===== config.mk =====
export PLATFORM = sky130hd
export DESIGN_NAME = afss_select
export DESIGN_NICKNAME = d
export VERILOG_FILES = /design/src/afss_pkg.sv /design/src/afss_avg_filter.sv /design/src/afss_select.sv
export VERILOG_INCLUDE_DIRS = /design/src
export SDC_FILE = /design/constraint.sdc
export NUM_CORES = 1
export LEC_CHECK = 0
export ABC_AREA = 0
export BUFFER_PORTS_ARGS = -buffer_cell sky130_fd_sc_hd__buf_4
export CORE_AREA = 5 5 252 254
export DETAILED_ROUTE_END_ITERATION = 12
export DIE_AREA = 0 0 257 259
export HOLD_SLACK_MARGIN = 0.15
export PLACE_DENSITY_LB_ADDON = 0.05
export SLEW_MARGIN = 20
export SYNTH_ARGS = -nofsm -noshare
export SYNTH_HDL_FRONTEND = slang
export SYNTH_SLANG_ARGS = --single-unit

===== constraint.sdc =====
create_clock -name i_sys_clk -period 57 [get_ports i_sys_clk]
set_clock_uncertainty 0.2 [all_clocks]
set_input_delay 0 -clock i_sys_clk [delete_from_list [all_inputs] [get_ports i_sys_clk]]
set_output_delay 0 -clock i_sys_clk [all_outputs]
set_load 0.01 [all_outputs]

===== src/afss_defines.svh =====
// Constants for the analog frequency source selection block
`ifndef AFSS_DEFINES_SVH
`define AFSS_DEFINES_SVH
`define AFSS_DATA_W 12
`define AFSS_SRC_ANALOG 2'h1
`define AFSS_ALT_CURRENT 2'h0
`define AFSS_ALT_BIPOLAR 2'h1
`define AFSS_TRIM_NONE 2'h0
`define AFSS_TRIM_FWD 2'h1
`define AFSS_TRIM_BOTH 2'h2
`define AFSS_FILT_MIN 5'h01
`define AFSS_FILT_MAX 5'h1e
`define AFSS_FILT_RST 5'h08
`define AFSS_SAMPLE_NS 1000
`define AFSS_CLK_NS 5
`define AFSS_SAMPLE_CYC (`AFSS_SAMPLE_NS / `AFSS_CLK_NS)
`define AFSS_ADDR_ALT 4'h0
`define AFSS_ADDR_TRIM 4'h1
`define AFSS_ADDR_FILT 4'h2
`define AFSS_ADDR_SRC 4'h3
`define AFSS_ADDR_STAT 4'h4
`define AFSS_ADDR_CMD 4'h5
`endif


===== src/afss_pkg.sv =====
// Types for the analog frequency source selection block
package afss_pkg;
	typedef enum logic [1:0] {
		AFSS_MAIN_VOLT = 2'b00,
		AFSS_MAIN_AMP = 2'b01,
		AFSS_MAIN_BIP = 2'b10,
		AFSS_MAIN_OFF = 2'b11
	} afss_main_t;
endpackage


===== src/afss_avg_filter.sv =====
// Block average filter for one analog channel
`timescale 1ns/1ps
`include "afss_defines.svh"
module afss_avg_filter #(
	parameter int W = 12
) (
	// Clock and reset
	input wire logic i_sys_clk,
	input wire logic i_rst_b,
	// Sample stream
	input wire logic i_sample_en,
	input wire logic [4:0] i_depth,
	input wire logic signed [W-1:0] i_sample,
	// Filtered value
	output logic signed [W-1:0] o_avg
);
	logic signed [W+4:0] acc_ff, nxt_acc;
	logic [4:0] cnt_ff, nxt_cnt;
	logic signed [W-1:0] avg_ff, nxt_avg;

	// Block average over depth samples; a depth at or below count ends the block at the next sample, dividing count+1 samples by depth
	always_comb
	begin
		nxt_acc = acc_ff;
		nxt_cnt = cnt_ff;
		nxt_avg = avg_ff;
		if (i_sample_en)
		begin
			if (cnt_ff + 5'h01 >= i_depth)
			begin
				nxt_avg = W'((acc_ff + (W+5)'(i_sample)) / $signed({1'b0, i_depth}));
				nxt_acc = '0;
				nxt_cnt = '0;
			end
			else
			begin
				nxt_acc = acc_ff + (W+5)'(i_sample);
				nxt_cnt = cnt_ff + 5'h01;
			end
		end
	end

	always_ff @(posedge i_sys_clk or negedge i_rst_b)
	begin
		if (!i_rst_b)
		begin
			acc_ff <= '0;
			cnt_ff <= '0;
			avg_ff <= '0;
		end
		else
		begin
			acc_ff <= nxt_acc;
			cnt_ff <= nxt_cnt;
			avg_ff <= nxt_avg;
		end
	end

	assign o_avg = avg_ff;
endmodule // afss_avg_filter


===== src/afss_select.sv =====
// Analog frequency source selection with shared input filter
//
// Added by the designer: the plain strobed port and the register addresses.
`timescale 1ns/1ps
`include "afss_defines.svh"
module afss_select
	import afss_pkg::*;
#(
	parameter int W = `AFSS_DATA_W,
	parameter int SAMPLE_CYC = `AFSS_SAMPLE_CYC
) (
	// Clock and reset
	input wire logic i_sys_clk,
	input wire logic i_rst_b,
	// Register port
	input wire logic [3:0] i_addr,
	input wire logic [15:0] i_wdata,
	input wire logic i_wr,
	input wire logic i_rd,
	output logic [15:0] o_rdata,
	// Selector terminal (pin) and its assignment status
	input wire logic i_analog_type_select,
	input wire logic i_sel_assigned,
	// Analog samples, already converted, from outside the clock domain
	input wire logic [W-1:0] i_volt_line,
	input wire logic [W-1:0] i_ampere_line,
	input wire logic signed [W-1:0] i_signed_aux_line,
	// Frequency command path
	output logic [W:0] o_freq_cmd,
	output logic o_reverse,
	output logic o_cmd_valid,
	output afss_pkg::afss_main_t o_main_src
);
	import afss_pkg::*;

	// ==========================================
	// Input synchronisers
	// ==========================================
	logic [1:0] sel_sync_ff;
	logic [1:0] asg_sync_ff;
	logic [W-1:0] v_meta_ff, v_sync_ff;
	logic [W-1:0] a_meta_ff, a_sync_ff;
	logic [W-1:0] b_meta_ff, b_sync_ff;

	// Analog words are assumed held stable by the converter across several cycles
	always_ff @(posedge i_sys_clk or negedge i_rst_b)
	begin
		if (!i_rst_b)
		begin
			sel_sync_ff <= '0;
			asg_sync_ff <= '0;
			v_meta_ff <= '0;
			v_sync_ff <= '0;
			a_meta_ff <= '0;
			a_sync_ff <= '0;
			b_meta_ff <= '0;
			b_sync_ff <= '0;
		end
		else
		begin
			sel_sync_ff <= {sel_sync_ff[0], i_analog_type_select};
			asg_sync_ff <= {asg_sync_ff[0], i_sel_assigned};
			v_meta_ff <= i_volt_line;
			v_sync_ff <= v_meta_ff;
			a_meta_ff <= i_ampere_line;
			a_sync_ff <= a_meta_ff;
			b_meta_ff <= i_signed_aux_line;
			b_sync_ff <= b_meta_ff;
		end
	end

	// ==========================================
	// Registers
	// ==========================================
	logic [1:0] alt_ff, nxt_alt;
	logic [1:0] trim_ff, nxt_trim;
	logic [4:0] filt_ff, nxt_filt;
	logic [1:0] src_ff, nxt_src;
	logic [15:0] rdata_ff, nxt_rdata;

	always_comb
	begin
		nxt_alt = alt_ff;
		nxt_trim = trim_ff;
		nxt_filt = filt_ff;
		nxt_src = src_ff;
		if (i_wr)
		begin
			if (i_addr == `AFSS_ADDR_ALT)
				nxt_alt = i_wdata[1:0];
			else if (i_addr == `AFSS_ADDR_TRIM)
			begin
				if (i_wdata[1:0] <= `AFSS_TRIM_BOTH)
					nxt_trim = i_wdata[1:0];
			end
			else if (i_addr == `AFSS_ADDR_FILT)
			begin
				// Out-of-range writes are dropped; the old setting stays
				if (i_wdata[15:5] == '0 && i_wdata[4:0] >= `AFSS_FILT_MIN
					&& i_wdata[4:0] <= `AFSS_FILT_MAX)
					nxt_filt = i_wdata[4:0];
			end
			else if (i_addr == `AFSS_ADDR_SRC)
				nxt_src = i_wdata[1:0];
		end
	end

	always_ff @(posedge i_sys_clk or negedge i_rst_b)
	begin
		if (!i_rst_b)
		begin
			alt_ff <= `AFSS_ALT_CURRENT;
			trim_ff <= `AFSS_TRIM_NONE;
			filt_ff <= `AFSS_FILT_RST;
			src_ff <= `AFSS_SRC_ANALOG;
		end
		else
		begin
			alt_ff <= nxt_alt;
			trim_ff <= nxt_trim;
			filt_ff <= nxt_filt;
			src_ff <= nxt_src;
		end
	end

	// ==========================================
	// Sample rate divider and shared filters
	// ==========================================
	localparam int CW = $clog2(SAMPLE_CYC + 1);
	logic [CW-1:0] div_ff, nxt_div;
	logic sample_en;

	always_comb
	begin
		sample_en = (div_ff == CW'(SAMPLE_CYC - 1));
		nxt_div = sample_en ? '0 : div_ff + CW'(1);
	end

	always_ff @(posedge i_sys_clk or negedge i_rst_b)
	begin
		if (!i_rst_b)
			div_ff <= '0;
		else
			div_ff <= nxt_div;
	end

	logic signed [W:0] chan_in [3];
	logic signed [W:0] chan_avg [3];
	assign chan_in[0] = {1'b0, v_sync_ff};
	assign chan_in[1] = {1'b0, a_sync_ff};
	assign chan_in[2] = {b_sync_ff[W-1], b_sync_ff};

	// Same depth feeds every channel
	for (genvar g = 0; g < 3; g++)
	begin : g_filt
		afss_avg_filter #(.W(W + 1)) u_filt (
			.i_sys_clk(i_sys_clk),
			.i_rst_b(i_rst_b),
			.i_sample_en(sample_en),
			.i_depth(filt_ff),
			.i_sample(chan_in[g]),
			.o_avg(chan_avg[g])
		);
	end

	// ==========================================
	// Source selection
	// ==========================================
	afss_main_t main_sel;
	logic trim_on;
	logic rev_ok;
	// Voltage plus current plus trim can pass twice full scale; three spare bits keep the sum from wrapping
	logic signed [W+2:0] sum;
	logic [W:0] nxt_cmd;
	logic nxt_rev;
	logic [W:0] cmd_ff;
	logic rev_ff;
	logic valid_ff;
	afss_main_t main_ff;

	always_comb
	begin
		main_sel = AFSS_MAIN_VOLT;
		if (!asg_sync_ff[1])
			main_sel = (trim_ff == `AFSS_TRIM_NONE) ? AFSS_MAIN_BIP : AFSS_MAIN_VOLT;
		else if (sel_sync_ff[1])
			main_sel = (alt_ff == `AFSS_ALT_BIPOLAR) ? AFSS_MAIN_BIP : AFSS_MAIN_AMP;
		if (src_ff != `AFSS_SRC_ANALOG)
			main_sel = AFSS_MAIN_OFF;
		trim_on = (trim_ff != `AFSS_TRIM_NONE) && (main_sel == AFSS_MAIN_VOLT || main_sel == AFSS_MAIN_AMP);
		rev_ok = (trim_ff == `AFSS_TRIM_BOTH) || (main_sel == AFSS_MAIN_BIP);
		sum = '0;
		if (!asg_sync_ff[1] && main_sel == AFSS_MAIN_VOLT)
			sum = (W+3)'(chan_avg[0]) + (W+3)'(chan_avg[1]);
		else if (main_sel == AFSS_MAIN_VOLT)
			sum = (W+3)'(chan_avg[0]);
		else if (main_sel == AFSS_MAIN_AMP)
			sum = (W+3)'(chan_avg[1]);
		else if (main_sel == AFSS_MAIN_BIP)
			sum = (W+3)'(chan_avg[2]);
		if (trim_on)
			sum = sum + (W+3)'(chan_avg[2]);
		nxt_rev = 1'b0;
		nxt_cmd = '0;
		if (main_sel != AFSS_MAIN_OFF)
		begin
			if (sum < 0)
			begin
				// Negative sign reverses only when allowed, else clamps to zero
				nxt_rev = rev_ok;
				nxt_cmd = rev_ok ? (W+1)'(-sum) : '0;
			end
			else
				nxt_cmd = (sum > (W+3)'({1'b0, {W{1'b1}}})) ? {1'b0, {W{1'b1}}} : (W+1)'(sum);
		end
	end

	always_ff @(posedge i_sys_clk or negedge i_rst_b)
	begin
		if (!i_rst_b)
		begin
			cmd_ff <= '0;
			rev_ff <= 1'b0;
			valid_ff <= 1'b0;
			main_ff <= AFSS_MAIN_OFF;
		end
		else
		begin
			cmd_ff <= nxt_cmd;
			rev_ff <= nxt_rev;
			valid_ff <= (main_sel != AFSS_MAIN_OFF);
			main_ff <= main_sel;
		end
	end

	// ==========================================
	// Read port
	// ==========================================
	always_comb
	begin
		nxt_rdata = 16'h0000;
		if (i_rd)
		begin
			if (i_addr == `AFSS_ADDR_ALT)
				nxt_rdata = {14'h0000, alt_ff};
			else if (i_addr == `AFSS_ADDR_TRIM)
				nxt_rdata = {14'h0000, trim_ff};
			else if (i_addr == `AFSS_ADDR_FILT)
				nxt_rdata = {11'h000, filt_ff};
			else if (i_addr == `AFSS_ADDR_SRC)
				nxt_rdata = {14'h0000, src_ff};
			else if (i_addr == `AFSS_ADDR_STAT)
				nxt_rdata = {10'h000, asg_sync_ff[1], sel_sync_ff[1], valid_ff, rev_ff, main_ff};
			else if (i_addr == `AFSS_ADDR_CMD)
				nxt_rdata = 16'((W+1)'(cmd_ff));
		end
	end

	always_ff @(posedge i_sys_clk or negedge i_rst_b)
	begin
		if (!i_rst_b)
			rdata_ff <= '0;
		else
			rdata_ff <= nxt_rdata;
	end

	assign o_rdata = rdata_ff;
	assign o_freq_cmd = cmd_ff;
	assign o_reverse = rev_ff;
	assign o_cmd_valid = valid_ff;
	assign o_main_src = main_ff;
endmodule // afss_select


==> results of run 1 <==
[cell type report]
cell class | instances | area [sq um] | share of cell area [%]
Clock buffer | 38 | 829.5 | 2.262
Tap cell | 790 | 988.4 | 2.695
Inverter | 117 | 439.2 | 1.197
Clock inverter | 16 | 215.2 | 0.5867
Multi-Input combinational cell | 3793 | 26250 | 71.57
Sequential cell | 233 | 5836 | 15.91
Timing Repair Buffer | 240 | 2120 | 5.779
[path summary, 6_finish.rpt]
check / slack (ns) / start / depth (start not counted) / end
min in group asynchronous: 0.36 / i_rst_b / 4 / v_meta_ff[7]
min reg2reg: 0.15 / b_meta_ff[10] / 0 / b_sync_ff[10]
max: 10.57 / a_sync_ff[0] / 180 / g_filt[1].u_filt.o_avg[12]
max reg2reg: 10.57 / a_sync_ff[0] / 180 / g_filt[1].u_filt.o_avg[12]
min: 0.15 / b_meta_ff[10] / 0 / b_sync_ff[10]
max in group asynchronous: 55.38 / i_rst_b / 4 / g_filt[1].u_filt.acc_ff[0]
[flip-flops by register name, summed over array words and instances, names as in the netlist]
register / flops
a_meta_ff: 12
a_sync_ff: 12
alt_ff: 2
asg_sync_ff: 2
b_meta_ff: 12
b_sync_ff: 12
div_ff: 8
filt_ff: 5
g_filt.u_filt.acc_ff: 54
g_filt.u_filt.cnt_ff: 15
g_filt.u_filt.o_avg: 39
o_cmd_valid: 1
o_freq_cmd: 13
o_main_src: 2
o_rdata: 13
o_reverse: 1
sel_sync_ff: 2
src_ff: 2
trim_ff: 2
v_meta_ff: 12
v_sync_ff: 12
[synthesized netlist by cell type (31+ instances only)]
cell type | n | area, sq um
nand4_1 | 43 | 269.0
nor2_1 | 416 | 1562
a21oi_1 | 244 | 1221
nand2_1 | 418 | 1569
o31ai_1 | 96 | 720.7
a31oi_1 | 53 | 331.6
a21o_1 | 57 | 427.9
nand3_1 | 101 | 505.5
a211o_1 | 31 | 271.5
o211ai_1 | 49 | 367.9
nor2b_1 | 63 | 394.1
mux2_2 | 87 | 979.7
inv_1 | 116 | 435.4
o21ai_0 | 265 | 1326
or3_1 | 46 | 287.8
xnor2_1 | 166 | 1454
and2_1 | 58 | 362.9
nor3_1 | 210 | 1051
and3_1 | 40 | 250.2
clkbuf_1 | 101 | 379.1
ha_1 | 341 | 4267
dfrtp_1 | 229 | 5731
xor2_1 | 81 | 709.4
or2_2 | 31 | 193.9
o21a_1 | 147 | 1104
a211oi_1 | 63 | 473.0
mux2i_1 | 52 | 520.5
nand2b_1 | 76 | 475.5
o21ai_1 | 32 | 160.2
[stage by stage]
stage | area, sq um | std cells | util, %
after floorplan | 33100 | 4282 | -
final | 36680 | 5227 | 60.10
after detailed placement | 34440 | 5056 | 56.44
after CTS | 36680 | 5227 | 60.10
after global routing | 36680 | 5227 | 60.10
after global placement | 34440 | 5056 | 56.44
[repair_timing]
| item | 4_1_cts | 5_1_grt |
|---|---|---|
| setup buffers | 0 | 0 |
| hold buffers | 117 | 0 |
| hold endpoints to repair | 296 | 0 |
[worst reg2reg max path: cells and delay by family (launching register included)]
| kind | cells | cell delay (ns) |
|---|---|---|
| mux | 4 | 1.34 |
| compound gates | 94 | 22.74 |
| buf+inv | 4 | 0.60 |
| xor+xnor | 1 | 0.22 |
| simple gates | 56 | 14.62 |
| fa+ha+maj | 21 | 6.16 |
| flops | 1 | 0.38 |
[cells by family (layout without fill, tap and decap cells)]
| logic type | count (synthesis) | after routing | share of synthesized area [%] |
|---|---|---|---|
| muxes | 146 | 146 | 4.810 |
| adders and majority gates | 347 | 347 | 13.23 |
| AOI/OAI and AO/OA | 1395 | 1395 | 29.79 |
| buffers and inverters | 256 | 411 | 3.142 |
| other | 1 | 3 | 0.01133 |
| xor gates and xnor gates | 247 | 247 | 6.538 |
| and+or+nand+nor | 1655 | 1655 | 24.85 |
| DFF | 233 | 233 | 17.64 |
[layer usage]
layer,routed length [microns],GRT usage (%),share of wire (%)
met1,47970,41.26,48
met2,44160,47.17,45
met3,4962,2.830,5.0
met4,2044,6.308,2.1
met5,0,0,0
==> flow_summary_export.csv, run 1 <==
group,metric,value,unit
detailed_routing,finalWirelength,99140,microns
die,io-pin-count,95,
setup_path,critPathMaxStageDelay,0.73,ns
setup_path,crit_family,"compound AO/OA/AOI/OAI gates",
clock_network,clk_pin_slew_worst_paths,0.06,ns
detailed_routing,num_vias,33200,
timing,finalHoldViolCount,0,
logic_synthesis,synth_flop_cell,"dfrtp_1",
timing,post-route-period-util,81.46,%
clock_network,clock-sinks,233,
logic_synthesis,yosysWarningCount,0,
clock_network,h-tree-depth,1,
setup_path,arrival,46.67,ns
clock_network,clock_latency,0.60,ns
layout,antenna_cells,0,
timing,setup_viol,0,
die,coreArea,61030,sq um
detailed_routing,via_per_inst,6.352,
outcome,status,"finished clean",
timing,fmax,21.54,MHz
setup_path,crit_path_frequent_cell,"o21a_1",
die,die-area,66560,sq um
setup_path,critPathKind,"reg -> reg",
clock_network,clockBufferDepth,3,
placement,portBuffers,91,
grt,grt_usage,28.75,%
setup_path,crit_required,57.24,ns
die,die_w,257,microns
grt,grt_pass1_wl,162900,microns
logic_synthesis,ys_seq_area_share,17.64,%
clock_network,post_cts_resized,0,
logic_synthesis,synth_edf_count,0,
detailed_routing,final_antenna_net_count,0,
placement,place_ws,11.32,ns
timing,relSlewSlack,32.71,%
die,initial_utilization,54.22,%
logic_synthesis,syn_area_per_cell,7.731,sq um
placement,place.gp.congestion,0.9448,
clock_network,cts_made_buffers,29,
die,die-height,259,microns
layout,fin_nets,4822,
grt,antenna_found_initial,1,
grt,gr-total-overflow,0,
setup_path,slowest_stage,"or4_1",
timing,tns,0,ns
grt,grt_max_degree,71,
clock_network,root_buffer,"clkbuf_16",
timing,min_period,46.43,ns
timing,slew_viol_final,0,
timing,rsz0062_at_grt,"no",
detailed_routing,wire_per_inst,18.97,microns
setup_path,critPathCaptureType,"register",
job,drv_cap,0,
grt,grt_pass1_vias,31080,
setup_path,path_max_fanout,16,
timing,fin_ws,10.57,ns
setup_path,critPathLaunchType,"register",
layout,layout_common_cells,"418 x nand2_1, 416 x nor2_1, 341 x ha_1, 265 x o21ai_0, 244 x a21oi_1",
detailed_routing,drc,0,
logic_synthesis,ys_ff_latch,233,
placement,hpwlAfterDp,76410,microns
layout,final_common_cell,"nand2_1",
layout,drive_gt1_share,9.488,%
layout,nFillCells,5662,
logic_synthesis,netlist_area,33090,sq um
detailed_routing,first_iter_violations,2622,
timing,hold_ws,0.1468,ns
die,rows,91,
timing,tightest_slew,1.007,ns
clock_network,cts_tree,"done",
logic_synthesis,netlist_instances,4280,
setup_path,path_buf_inv,4,
detailed_routing,dr.pass1.iters,5,
layout,syn_to_final_growth,10.84,%
logic_synthesis,yosysUniqueCellTypes,136,
worst_hold_path,hold_class,"reg -> reg",
logic_synthesis,synthArstFlopShare,100.0,%
Power of run 1 is left out: the tool's default activity adds up to more than one toggle a clock period on the data nets, which glitch-free logic cannot reach.
==> inputs of run 2 (changes only) <==
==> constraint.sdc (replaced) <==
create_clock -name i_sys_clk -period 39.3 [get_ports i_sys_clk]
set_clock_uncertainty 0.2 [all_clocks]
set_input_delay 0 -clock i_sys_clk [delete_from_list [all_inputs] [get_ports i_sys_clk]]
set_output_delay 0 -clock i_sys_clk [all_outputs]
set_load 0.01 [all_outputs]
==> run 2 against run 1 <==
Net effect:
- core utilization rose by 3.3 points
- wire length rose by 3.0%
- die area did not move
- setup slack got worse by 8.3 ns
- fmax rose by 25%
- hold slack improved by 0.00056 ns
- sequential cell count did not move
- first-iteration DRC count rose by 21%
- via count rose by 2.5%
- sequential share of layout area fell by 0.82 points
- final area rose by 5.5%
- critical path depth rose by 5
==> flow_summary_export.csv, run 2 (synthesis gave the netlist of run 1 again) <==
group,metric,value,unit
outcome,status,"finished clean",
setup_path,worstReg2RegStart,"a_sync_ff[0]",
placement,portBuffers,91,
layout,largest_reg_flops,54,
setup_path,critPathLaunchType,"register",
detailed_routing,drc,0,
die,die_w,257,microns
placement,hpwlAfterDp,78250,microns
detailed_routing,first_iter_violations,3179,
timing,min_period,37.06,ns
timing,finalHoldViolCount,0,
layout,layout_common_cells,"414 x nand2_1, 395 x nor2_1, 339 x ha_1, 300 x buf_4, 238 x o21ai_0",
timing,setup_viol,0,
grt,grt_pass1_wl,164900,microns
detailed_routing,wl_met1,48650,microns
layout,drive_gt1_share,15.94,%
layout,antenna_cells,0,
detailed_routing,wl_met3,5127,microns
detailed_routing,final_antenna_net_count,0,
placement,place.gp.congestion,0.9354,
clock_network,clk_pin_slew_worst_paths,0.07,ns
detailed_routing,top_layer_used,"met4",
die,io-pin-count,95,
grt,gr-total-overflow,0,
setup_path,slowest_stage,"or4_4",
layout,top_register,"g_filt.u_filt.acc_ff",
grt,grt_usage,29.09,%
setup_path,path_max_fanout,15,
clock_network,root_buffer,"clkbuf_16",
grt,grt_max_degree,94,
detailed_routing,num_vias,34050,
detailed_routing,via_per_inst,6.304,
job,drv_cap,0,
timing,post-route-period-util,94.30,%
setup_path,crit_path_frequent_cell,"o21a_1",
setup_path,startpoint,"a_sync_ff[0]",
worst_hold_path,hold_class,"reg -> reg",
clock_network,h-tree-depth,1,
setup_path,crit_required,39.56,ns
clock_network,clock-sinks,233,
clock_network,clockBufferDepth,3,
setup_path,critPathMaxStageDelay,0.57,ns
timing,fmax,26.98,MHz
clock_network,cts_tree,"done",
detailed_routing,wl_met2,45960,microns
grt,grt_pass1_vias,31520,
timing,slew_viol_final,0,
die,die-height,259,microns
die,rows,91,
timing,relSlewSlack,21.22,%
setup_path,arrival,37.32,ns
die,initial_utilization,54.22,%
detailed_routing,wire_per_inst,18.91,microns
detailed_routing,finalWirelength,102100,microns
setup_path,critPathCaptureType,"register",
clock_network,cts_made_buffers,29,
setup_path,critPathKind,"reg -> reg",
detailed_routing,dr.pass1.iters,6,
clock_network,clock_latency,0.61,ns
layout,final_common_cell,"nand2_1",
die,coreArea,61030,sq um
timing,tns,0,ns
layout,syn_to_final_growth,16.93,%
worst_hold_path,hold_path_startpoint,"v_meta_ff[1]",
layout,fin_nets,4997,
grt,antenna_found_initial,0,
timing,tightest_slew,1.169,ns
die,die-area,66560,sq um
## run 2: changes by cell type in the layout (fill, tap and decap cells not counted), moves of 12 or more
cell,previous run,this run
a21oi_2,5,33
o21ai_1,32,48
buf_4,122,300
nor2_1,416,395
o21ai_0,265,238
a21oi_1,244,212
nor2b_1,63,51
nor2_2,4,21
## run 2: per-stage QoR
step                instances  setup WS (ns)  area [sq um]  utilization [%]  hold slack [ns]
floorplan                4282        0.02137         33110                -          -0.4956
global placement         5197         0.7267         35520            58.19          -0.1626
detailed placement       5197        -0.5198         35520            58.19          -0.1631
CTS                      5363       0.008136         37670            61.73           0.1503
global route             5401        -0.2236         38690            63.40           0.1569
finish                   5401          2.242         38690            63.40           0.1474
## run 2: final cells by class
cell class,count,area (sq um)
well taps,790,988.4
inverters,117,439.2
flip-flops and latches,233,5837
clock inverters,16,193.9
fillers,5559,22340
repair buffers,415,3427
multi-input cells,3793,27000
clock buffers,37,805.8
## run 2: what timing repair did
item	CTS	global route
hold buffers	113	0
endpoints found under the setup margin	7	39
hold endpoints to repair	296	0
resized for setup	5	192
buffers inserted	0	38
pin swaps	0	36
gates cloned	0	0
## run 2: final timing paths
| path | slack [ns] | depth (start not counted) | end |
|---|---|---|---|
| max in group asynchronous | 37.62 | 4 | b_sync_ff[11] |
| max | 2.24 | 185 | g_filt[1].u_filt.o_avg[12] |
| min reg2reg | 0.15 | 0 | v_sync_ff[1] |
| max reg2reg | 2.24 | 185 | g_filt[1].u_filt.o_avg[12] |
| min in group asynchronous | 0.40 | 3 | o_main_src[0] |
| min | 0.15 | 0 | v_sync_ff[1] |
## run 2: routing by layer
metal / up-vias / global-route usage (%)
met5: - / 0
met4: 0 / 5.995
met3: 129 / 2.373
met2: 995 / 47.81
met1: 16120 / 42.14
li1: 16800 / -
## run 2: critical path, delay by kind of cell, from the launching register on
| kind | cells | cell delay [ns] |
|---|---|---|
| AOI/OAI and AO/OA | 94 | 16.83 |
| and+or+nand+nor | 56 | 10.59 |
| adders and majority gates | 21 | 6.18 |
| buffers and inverters | 9 | 1.39 |
| muxes | 4 | 1.14 |
| DFF | 1 | 0.37 |
| xor gates and xnor gates | 1 | 0.16 |
Power of run 2 is left out for the same reason.
